[src/verilog/ir_codec_pkg.sv]
// constants, states and state layout for the serial pulse codec
package ir_codec_pkg;
    // ------------------------------------------------------------
    // clock and timebase
    // ------------------------------------------------------------
    localparam int CLK_MHZ = 25;
    localparam int OVERSAMPLE = 16;
    // 16x tick divisors: 25 MHz / (16 * rate), rounded to nearest
    localparam logic [7:0] DIV_9600 = 8'hA3;
    localparam logic [7:0] DIV_115200 = 8'h0E;
    localparam logic [7:0] DIV_ONE = 8'h01;
    // ------------------------------------------------------------
    // bit slot layout, in 16x ticks
    // ------------------------------------------------------------
    localparam logic [3:0] TICK_FIRST = 4'h0;
    localparam logic [3:0] TICK_MID = 4'h8;
    localparam logic [3:0] TICK_LAST = 4'hF;
    localparam logic [3:0] BIT_FIRST = 4'h0;
    localparam logic [3:0] BIT_DATA_LAST = 4'h8;
    localparam logic [3:0] BIT_STOP = 4'h9;
    localparam int DATA_BITS = 8;
    localparam int FIFO_DEPTH = 8;
    // ------------------------------------------------------------
    // pulse widths
    // ------------------------------------------------------------
    // 3/16 of a bit slot
    localparam logic [5:0] PULSE_TICKS = 6'h03;
    // 3/16 of the 115.2 kbit/s slot, rounded up to whole cycles
    localparam int SHORT_PULSE_NS = 1628;
    localparam int SHORT_PULSE_CYC = (SHORT_PULSE_NS * CLK_MHZ + 999) / 1000;
    localparam logic [5:0] SHORT_PULSE_LOAD = 6'(SHORT_PULSE_CYC);
    localparam logic [5:0] PW_LAST = 6'h01;
    // ------------------------------------------------------------
    // receive latency allowances after own transmission
    // ------------------------------------------------------------
    localparam int LAT_STD_US = 10000;
    localparam int LAT_LP_US = 500;
    localparam int LAT_HS_US = 100;
    localparam int LAT_HS_CYC = LAT_HS_US * CLK_MHZ;
    // ------------------------------------------------------------
    // states
    // ------------------------------------------------------------
    typedef enum logic [1:0] {TX_IDLE = 2'b01, TX_RUN = 2'b10} tx_state_e;
    typedef enum logic [1:0] {IN_IDLE = 2'b01, IN_RUN = 2'b10} in_state_e;

    typedef struct packed {
        logic [7:0] div;
        tx_state_e tx_state;
        logic [9:0] tx_shift;
        logic [3:0] tx_tick;
        logic [3:0] tx_bit;
        logic [5:0] pw;
        logic pw_short;
        logic ir_tx;
        in_state_e in_state;
        logic [3:0] in_tick;
        logic [3:0] in_bit;
        logic [7:0] in_shift;
        logic txd_q;
        logic push;
        logic [7:0] push_data;
        logic rx_busy;
        logic [3:0] rx_tick;
        logic [3:0] rx_bit;
        logic rx_next_zero;
        logic rxd;
        logic irrx_q;
    } codec_s;
endpackage

[src/verilog/ir_char_fifo.sv]
// small character fifo with valid/ready on both sides
`timescale 1ns/1ps
`default_nettype none
module ir_char_fifo
    import ir_codec_pkg::*;
#(
    parameter int WIDTH = 8,
    parameter int DEPTH = 8
)
(
    input wire logic clk,
    input wire logic rst,
    input wire logic ce,
    input wire logic in_valid,
    output logic in_ready,
    input wire logic [WIDTH-1:0] in_data,
    output logic out_valid,
    input wire logic out_ready,
    output logic [WIDTH-1:0] out_data
);
    localparam int AW = (DEPTH > 1) ? $clog2(DEPTH) : 1;
    localparam int CW = $clog2(DEPTH + 1);
    localparam logic [CW-1:0] FULL = CW'(DEPTH);

    typedef struct packed {
        logic [DEPTH-1:0][WIDTH-1:0] mem;
        logic [AW-1:0] wptr;
        logic [AW-1:0] rptr;
        logic [CW-1:0] count;
    } fifo_s;

    fifo_s st;
    fifo_s next_st;
    logic do_push;
    logic do_pop;

    function automatic logic [AW-1:0] ptr_inc(input logic [AW-1:0] p);
        ptr_inc = (p == AW'(DEPTH - 1)) ? '0 : AW'(p + 1'b1);
    endfunction

    assign in_ready = (st.count != FULL);
    assign out_valid = (st.count != '0);
    assign out_data = st.mem[st.rptr];
    assign do_push = ce && in_valid && in_ready;
    assign do_pop = ce && out_ready && out_valid;

    always_comb
    begin
        next_st = st;
        if (do_push)
        begin
            next_st.mem[st.wptr] = in_data;
            next_st.wptr = ptr_inc(st.wptr);
        end
        if (do_pop)
            next_st.rptr = ptr_inc(st.rptr);
        if (do_push && !do_pop)
            next_st.count = CW'(st.count + 1'b1);
        else if (do_pop && !do_push)
            next_st.count = CW'(st.count - 1'b1);
    end

    always_ff @(posedge clk or posedge rst)
    begin
        if (rst)
            st <= '0;
        else if (ce)
            st <= next_st;
    end
endmodule
`default_nettype wire

[src/verilog/ir_pulse_codec.sv]
// uart to optical pulse encoder and decoder, rates up to 115.2 kbit/s
//
// Notes on behaviour
// RL1: the uart delivers start bit, eight data bits, no parity, one stop bit.
// RL2: a sent pulse lasts three sixteenths of the current bit period.
// RL3: below 115.2 kbit/s a fixed short pulse of 3/16 of the 115.2 kbit/s period may be used.
// RL4: each sent pulse begins at the middle of its bit period.
// RL5: a zero is one pulse, a one is no pulse, and the decoder maps back the same way.
// RL6: 9.6 kbit/s operation is always supported.
// RL7: the decoder accepts pulses of the nominal width and also longer ones.
// RL8: this coding applies to every rate up to and including 115.2 kbit/s.
// RL9: after own transmission the receiver is ready well inside 10 ms, 0.5 ms or 0.1 ms.
// RL10: the decoder realigns on each start pulse and rests at one with no pulses.
`timescale 1ns/1ps
`default_nettype none
module ir_pulse_codec
    import ir_codec_pkg::*;
(
    input wire logic CLOCK,
    input wire logic RST,
    input wire logic CE,
    input wire logic [7:0] DIV16,
    input wire logic SHORT_PULSE,
    input wire logic UART_TXD,
    output logic TX_READY,
    output logic UART_RXD,
    output logic IR_TX,
    input wire logic IR_RX,
    output logic TX_BUSY
);
    codec_s st;
    codec_s next_st;
    logic [7:0] div_top;
    logic tick;
    logic rx_gate;
    logic rx_rise;
    logic fifo_valid;
    logic fifo_pop;
    logic [7:0] fifo_data;

    function automatic logic [3:0] inc4(input logic [3:0] v);
        inc4 = 4'(v + 1'b1);
    endfunction

    // ------------------------------------------------------------
    // timebase
    // ------------------------------------------------------------
    // a zero divisor would stall everything, so treat it as one
    assign div_top = 8'((DIV16 == '0) ? DIV_ONE : DIV16) - DIV_ONE;
    assign tick = (st.div == div_top); // [RL6] [RL8]

    // own echo is blanked only while sending, so the receiver is
    // armed one cycle after the frame, far inside any latency limit
    assign rx_gate = (st.tx_state != TX_IDLE) || st.ir_tx; // [RL9]
    assign rx_rise = IR_RX && !st.irrx_q; // [RL7]
    assign fifo_pop = CE && tick && (st.tx_state == TX_IDLE) && fifo_valid;

    ir_char_fifo #(
        .WIDTH(DATA_BITS),
        .DEPTH(FIFO_DEPTH)
    ) u_fifo (
        .clk(CLOCK),
        .rst(RST),
        .ce(CE),
        .in_valid(st.push),
        .in_ready(TX_READY),
        .in_data(st.push_data),
        .out_valid(fifo_valid),
        .out_ready(fifo_pop),
        .out_data(fifo_data)
    );

    always_comb
    begin
        next_st = st;
        next_st.div = tick ? 8'h00 : 8'(st.div + 1'b1);
        next_st.txd_q = UART_TXD;
        next_st.irrx_q = IR_RX;
        next_st.push = 1'b0;

        // ------------------------------------------------------------
        // uart character capture, 16x sampled, middle of each bit
        // ------------------------------------------------------------
        case (st.in_state)
            IN_IDLE:
            begin
                if (st.txd_q && !UART_TXD)
                begin
                    next_st.in_state = IN_RUN;
                    next_st.in_tick = TICK_FIRST;
                    next_st.in_bit = BIT_FIRST;
                end
            end
            IN_RUN:
            begin
                if (tick)
                begin
                    next_st.in_tick = inc4(st.in_tick);
                    if (st.in_tick == TICK_MID)
                    begin
                        next_st.in_bit = inc4(st.in_bit);
                        if (st.in_bit == BIT_FIRST && UART_TXD)
                            next_st.in_state = IN_IDLE;
                        else if (st.in_bit == BIT_STOP)
                        begin
                            // framing error drops the character
                            next_st.in_state = IN_IDLE;
                            next_st.push = UART_TXD; // [RL1]
                            next_st.push_data = st.in_shift;
                        end
                        else if (st.in_bit != BIT_FIRST)
                            next_st.in_shift = {UART_TXD, st.in_shift[7:1]};
                    end
                end
            end
            default:
                next_st.in_state = IN_IDLE;
        endcase

        // ------------------------------------------------------------
        // pulse width timer
        // ------------------------------------------------------------
        if (st.ir_tx && (st.pw_short || tick))
        begin
            next_st.pw = 6'(st.pw - 1'b1);
            if (st.pw == PW_LAST)
                next_st.ir_tx = 1'b0; // [RL2] [RL3]
        end

        // ------------------------------------------------------------
        // transmit encoder
        // ------------------------------------------------------------
        case (st.tx_state)
            TX_IDLE:
            begin
                if (fifo_pop)
                begin
                    next_st.tx_state = TX_RUN;
                    next_st.tx_shift = {1'b1, fifo_data, 1'b0};
                    next_st.tx_tick = TICK_FIRST;
                    next_st.tx_bit = BIT_FIRST;
                end
            end
            TX_RUN:
            begin
                if (tick)
                begin
                    next_st.tx_tick = inc4(st.tx_tick);
                    // zero gets a pulse, one gets none, starting mid slot
                    // fire as the slot enters its middle tick, not one tick later
                    if (inc4(st.tx_tick) == TICK_MID && !st.tx_shift[0]) // [RL4] [RL5]
                    begin
                        next_st.ir_tx = 1'b1;
                        next_st.pw_short = SHORT_PULSE; // [RL3]
                        next_st.pw = SHORT_PULSE ? SHORT_PULSE_LOAD : PULSE_TICKS; // [RL2]
                    end
                    if (st.tx_tick == TICK_LAST) // [RL8]
                    begin
                        next_st.tx_shift = {1'b1, st.tx_shift[9:1]};
                        next_st.tx_bit = inc4(st.tx_bit);
                        if (st.tx_bit == BIT_STOP)
                            next_st.tx_state = TX_IDLE;
                    end
                end
            end
            default:
                next_st.tx_state = TX_IDLE;
        endcase

        // ------------------------------------------------------------
        // receive decoder
        // ------------------------------------------------------------
        if (!st.rx_busy)
        begin
            next_st.rxd = 1'b1; // [RL10]
            if (rx_rise && !rx_gate)
            begin
                // start pulse sets the slot grid for the whole frame
                next_st.rx_busy = 1'b1; // [RL10]
                next_st.rx_tick = TICK_FIRST;
                next_st.rx_bit = BIT_FIRST;
                next_st.rx_next_zero = 1'b0;
                next_st.rxd = 1'b0; // [RL5]
            end
        end
        else
        begin
            // only the leading edge counts, so long pulses decode fine
            if (rx_rise) // [RL7]
            begin
                if (st.rx_tick < TICK_MID)
                    next_st.rxd = 1'b0; // [RL5]
                else
                    next_st.rx_next_zero = 1'b1;
            end
            if (tick)
            begin
                next_st.rx_tick = inc4(st.rx_tick);
                if (st.rx_tick == TICK_LAST)
                begin
                    next_st.rx_bit = inc4(st.rx_bit);
                    next_st.rx_next_zero = 1'b0;
                    next_st.rxd = !(st.rx_next_zero || (rx_rise && st.rx_tick >= TICK_MID));
                    if (st.rx_bit == BIT_STOP)
                    begin
                        next_st.rx_busy = 1'b0;
                        next_st.rxd = 1'b1;
                    end
                end
            end
        end
    end

    always_ff @(posedge CLOCK or posedge RST)
    begin
        if (RST)
        begin
            st <= '0;
            st.tx_state <= TX_IDLE;
            st.in_state <= IN_IDLE;
            st.txd_q <= 1'b1;
            st.rxd <= 1'b1;
        end
        else if (CE)
            st <= next_st;
    end

    assign UART_RXD = st.rxd;
    assign IR_TX = st.ir_tx;
    assign TX_BUSY = (st.tx_state != TX_IDLE);

    // ------------------------------------------------------------
    // checks
    // ------------------------------------------------------------
    logic [5:0] hi_cyc;
    logic [5:0] hi_tick;
    logic [7:0] gap;
    logic seen_tick;

    always_ff @(posedge CLOCK or posedge RST)
    begin
        if (RST)
        begin
            hi_cyc <= '0;
            hi_tick <= '0;
            gap <= '0;
            seen_tick <= 1'b0;
        end
        else if (CE)
        begin
            hi_cyc <= st.ir_tx ? 6'(hi_cyc + 1'b1) : 6'h00;
            hi_tick <= !st.ir_tx ? 6'h00 : (tick ? 6'(hi_tick + 1'b1) : hi_tick);
            gap <= tick ? 8'h01 : 8'(gap + 1'b1);
            seen_tick <= seen_tick || tick;
        end
    end

    a_pulse_mid_start: assert property (@(posedge CLOCK) disable iff (RST) // [RL4]
        $rose(st.ir_tx) |-> st.tx_tick == TICK_MID && $past(tick))
        else $error("pulse did not start mid slot");
    a_pulse_zero_only: assert property (@(posedge CLOCK) disable iff (RST) // [RL5]
        $rose(st.ir_tx) |-> !$past(st.tx_shift[0]))
        else $error("pulse sent for a one bit");
    a_pulse_std_width: assert property (@(posedge CLOCK) disable iff (RST) // [RL2]
        ($fell(st.ir_tx) && !st.pw_short) |-> hi_tick == PULSE_TICKS)
        else $error("standard pulse not three ticks");
    a_pulse_short_width: assert property (@(posedge CLOCK) disable iff (RST) // [RL3]
        ($fell(st.ir_tx) && st.pw_short) |-> hi_cyc == SHORT_PULSE_LOAD)
        else $error("short pulse width wrong");
    a_rx_start_zero: assert property (@(posedge CLOCK) disable iff (RST) // [RL5] [RL10]
        (CE && !st.rx_busy && rx_rise && !rx_gate) |=> !UART_RXD && st.rx_busy)
        else $error("start pulse not decoded as zero");
    a_rx_idle_one: assert property (@(posedge CLOCK) disable iff (RST) // [RL10]
        !st.rx_busy |-> UART_RXD)
        else $error("receive output not one while idle");
    a_rx_ready_latency: assert property (@(posedge CLOCK) disable iff (RST) // [RL9]
        $fell(TX_BUSY) |-> ##[0:1] !rx_gate)
        else $error("receiver not armed after transmit");
    a_slot_sixteen: assert property (@(posedge CLOCK) disable iff (RST) // [RL8]
        (st.tx_state == TX_RUN && $past(st.tx_state) == TX_RUN && $changed(st.tx_bit))
        |-> $past(st.tx_tick) == TICK_LAST)
        else $error("bit slot not sixteen ticks");
    a_rate_low_tick: assert property (@(posedge CLOCK) disable iff (RST) // [RL6]
        (CE && tick && seen_tick && DIV16 == DIV_9600 && $stable(DIV16)) |-> gap == DIV_9600)
        else $error("9.6 kbit/s tick spacing wrong");
endmodule
`default_nettype wire

[config.mk]
export PLATFORM = sky130hd
export DESIGN_NAME = ir_pulse_codec
export DESIGN_NICKNAME = d
export VERILOG_FILES = /design/src/verilog/ir_codec_pkg.sv /design/src/verilog/ir_char_fifo.sv /design/src/verilog/ir_pulse_codec.sv
export SDC_FILE = /design/constraint.sdc
export NUM_CORES = 1
export LEC_CHECK = 0
export ABC_CLOCK_PERIOD_IN_PS = 7200
export BUFFER_PORTS_ARGS = -buffer_cell sky130_fd_sc_hd__buf_4
export CAP_MARGIN = 25
export CORE_UTILIZATION = 68
export CTS_CLUSTER_DIAMETER = 120
export CTS_CLUSTER_SIZE = 24
export DETAILED_ROUTE_END_ITERATION = 10
export PLACE_DENSITY = 0.93
export SYNTH_ARGS = -nofsm -noshare
export SYNTH_HDL_FRONTEND = slang
export SYNTH_SLANG_ARGS = --single-unit
[constraint.sdc]
create_clock -name CLOCK -period 7.2 [get_ports CLOCK]
set_input_delay 0.36 -clock CLOCK [delete_from_list [all_inputs] [get_ports CLOCK]]
set_output_delay 0.36 -clock CLOCK [all_outputs]
set_load 0.1 [all_outputs]
==> impl_results.md <==
* Outcome: finished clean
* Setup repair after global routing missed its margin: false
* EDFF count, synth at 0
* Count of hold buffers inserted by post-cts repair at 1
* Final total negative setup slack at 0 ps
* Largest cells by area after synthesis: sky130_fd_sc_hd__dfrtp_1 (48%), sky130_fd_sc_hd__mux2_2 (12%), sky130_fd_sc_hd__mux4_2 (4.7%), sky130_fd_sc_hd__ha_1 (3.9%), sky130_fd_sc_hd__nand2_1 (2.7%)
* Global route overflow at 0
* DR pass1 iterations at 5
* Syn. warnings at 0
* Port buffer count at 17
* Pins Over Slew Limit at 0
* Worst-path clk slew at 70 ps
* I/O pins at 18
* Synthesized flop and latch total at 150
* Nets@finish at 723
* Clock latency at the later pin of the worst-skew pair at 540 ps
* Final count of negative-setup-slack endpoints at 0
* Syn_nets at 706
* Clock skew after layout at 9.737 ps
* CP top delay family: compound AO/OA/AOI/OAI gates
* Combined area of all synthesized cells at 7646 um^2
* CTS Buf Count at 17
* Die height at 108.0 um
* Starting density of the core at 70.23%
* TritonCTS clock tree: built
* Number of buffers inserted to repair setup after CTS at 0
* Share of Yosys cell area claimed by the top area cell type at 47.78%
* GPL Wtd Cong at 0.8141
* Post-CTS resize count at 0
* Type of the setup path with the least slack: in -> reg
* Iteration-0 DRC Markers at 593
* Clock period minus worst slack at 3852 ps
* Proportion of layout cells with a drive suffix above 1 at 25.11%
* Inserted Diodes at 0
* Chip width at 108.0 um
* Syn_area_per_cell at 11.46 um^2
* Slowest cell on crit path: sky130_fd_sc_hd__a2111oi_4
* TritonCTS Sinks at 150
* Number of different library cells in the post-synthesis netlist at 72
* Number of buffer and inverter stages on the critical path at 3
* VDD IR-drop max at 0.0001781 V
* Number of vias in the routed layout at 5,444
* Post-detailed-route DRC marker count at 0
* Clock tree buffer depth at 2
* Routed length per instance at 19.64 um
* Wire length of the first global-routing pass at 27.30 mm
* Area growth, synth to finish at 11.01%
* Number of violations of the max-capacitance limit at 0
* Root buffer selected by CTS: sky130_fd_sc_hd__clkbuf_8
* Pin count of the biggest net entering global routing at 77
* FP Rows at 38
* Minimum hold slack at 85.72 ps
* Share of synthesized registers carrying an async set or reset at 100.0%
* Total power divided by cell area at 236.9 nW/um^2
* Static leakage at 3.932 nW
* Slew at the pin closest to its max-slew limit at 966.1 ps
* Most used standard cells in the synthesized netlist: sky130_fd_sc_hd__dfrtp_1 (146), sky130_fd_sc_hd__mux2_2 (84), sky130_fd_sc_hd__nand2_1 (54)
* Top cell type by total area after synthesis: sky130_fd_sc_hd__dfrtp_1
* Core Region at 10,890 um^2
* Global Route Usage Sum at 30.97%
* Worst min-delay path class: in -> reg
* Crit share post-route at 53.50%
* Arrival time of data at the critical path endpoint at 4270 ps
* Biggest fanout along the worst timing path at 29
* Most frequently used cell type in the post-synthesis netlist: sky130_fd_sc_hd__dfrtp_1
* Depth of the CTS H-tree at 4
* Kind of start point of the critical path: input pin
* Post-DP HPWL at 10.64 mm
* Initial antenna violation count at 0
* Sequential area share after synthesis at 49.16%
* Count of mapped cells out of synthesis at 667
* Number of global-route vias before repair at 5,536
* Required time at the endpoint of the critical path at 7620 ps
* Number of hold-slack violations in the final timing report at 0
* Largest stage delay, worst path at 380 ps
* Capturing element type of the critical path: flip-flop
* Final routed wirelength across all metal layers at 16.44 mm
* List of cells traversed by the critical path: buf_4 -> nor4_4 -> a21oi_1 -> ha_1 -> nor3b_2 -> xnor2_1 -> a2111oi_4 -> o211a_1 -> buf_4 -> nand3_1 -> ha_1 -> inv_1 -> ha_1 -> a21o_1 -> a21oi_1 -> xnor2_1 -> nor2_1 -> xnor2_1
* Worst slew margin at 35.40%
* Maximum clock frequency at 259.6 MHz
* Main synth FF type: sky130_fd_sc_hd__dfrtp_1
* Total Die Area at 11,670 um^2
* Number of routed nets with antenna violations at 0
* DR vias/cell at 6.504
-- kinds of logic (layout without fill, tap and decap cells) --
logic type	count (synthesis)	count (layout)	share of synthesized area, %
buf+inv	64	94	3.289
xor+xnor	17	17	1.947
compound gates	120	120	10.39
fa+ha+maj	25	25	4.189
flops	150	150	49.16
simple gates	179	179	12.35
mux	112	112	18.67
-- through the flow --
stage / area, um^2 / std cells / utilization, % / worst slack [ps] / power, W
2_1_floorplan: 7646 / 667 / - / 2810 / 0.001106
3_3_place_gp: 7868 / 800 / 72.26 / 3123 / 0.001141
3_5_place_dp: 7890 / 802 / 72.47 / 2918 / 0.001160
4_1_cts: 8473 / 835 / 77.82 / 3382 / 0.002017
5_1_grt: 8488 / 837 / 77.96 / 3105 / 0.002084
6_report: 8488 / 837 / 77.96 / 3348 / 0.002011
-- layout by cell type, fill, tap and decap left out, types with 5 or more instances in the layout --
cell type	count
sky130_fd_sc_hd__nand4_1	8
sky130_fd_sc_hd__a31oi_1	12
sky130_fd_sc_hd__o21ai_0	38
sky130_fd_sc_hd__a21o_1	5
sky130_fd_sc_hd__nand2_1	54
sky130_fd_sc_hd__inv_1	34
sky130_fd_sc_hd__clkbuf_16	16
sky130_fd_sc_hd__xnor2_1	14
sky130_fd_sc_hd__a21oi_1	18
sky130_fd_sc_hd__nand3_1	26
sky130_fd_sc_hd__nand2b_1	6
sky130_fd_sc_hd__mux4_2	16
sky130_fd_sc_hd__buf_4	24
sky130_fd_sc_hd__dfrtp_1	146
sky130_fd_sc_hd__ha_1	24
sky130_fd_sc_hd__nor2b_1	5
sky130_fd_sc_hd__inv_6	6
sky130_fd_sc_hd__mux2i_1	11
sky130_fd_sc_hd__nor2_1	32
sky130_fd_sc_hd__mux2_2	84
sky130_fd_sc_hd__and3_1	5
sky130_fd_sc_hd__o22ai_1	6
sky130_fd_sc_hd__nor3_1	12
-- layout make-up --
| class | count | area [um^2] |
|---|---|---|
| clock inverter | 11 | 113.9 |
| tap | 140 | 175.2 |
| timing repair buffer | 26 | 205.2 |
| clock buffer | 21 | 459.2 |
| fill | 618 | 2400 |
| sequential | 150 | 3759 |
| multi-input combinational | 453 | 3636 |
| inverter | 36 | 140.1 |
-- state kept, by name, indices dropped and copies added (netlist names) --
register,flops
st,74
u_fifo.st,74
IR_TX,1
UART_RXD,1
-- routing by layer --
metal / wire length (um) / vias to the layer above / track usage, %
met5: 0 / - / 0
met4: 397 / 0 / 12.52
met3: 831 / 40 / 6.631
met2: 8783 / 193 / 54.28
met1: 6426 / 2743 / 37.21
li1: - / 2468 / -
-- power by group --
part	switching, W	internal, W	total, W
registers	0.0000640	0.000886	0.000950
logic	0.000125	0.0000801	0.000205
clock network	0.000362	0.000494	0.000856
-- worst register-to-register path: stages, from the launching register on --
cell and delay (ps):
sky130_fd_sc_hd__dfrtp_1 420, sky130_fd_sc_hd__xor2_1 280, sky130_fd_sc_hd__nand4_1 230, sky130_fd_sc_hd__a2111oi_4 440
sky130_fd_sc_hd__o211a_1 200, sky130_fd_sc_hd__buf_4 300, sky130_fd_sc_hd__nand3_1 330, sky130_fd_sc_hd__ha_1 330
sky130_fd_sc_hd__inv_1 140, sky130_fd_sc_hd__ha_1 260, sky130_fd_sc_hd__a21o_1 190, sky130_fd_sc_hd__a21oi_1 210
sky130_fd_sc_hd__xnor2_1 140, sky130_fd_sc_hd__nor2_1 70, sky130_fd_sc_hd__xnor2_1 120
-- path summary, 6_finish.rpt --
check	cells after the start	to	start	slack, ps
setup / recovery	18	u_fifo.st[3]	DIV16[2]	3350
max in group asynchronous	4	st[7]	RST	5330
min in group asynchronous	3	st[27]	RST	470
hold / removal	2	st[0]	IR_RX	90
setup reg to reg	14	u_fifo.st[3]	st[74]	3430
hold reg to reg	1	st[65]	st[65]	470
Power figures use the tool's default switching activity.
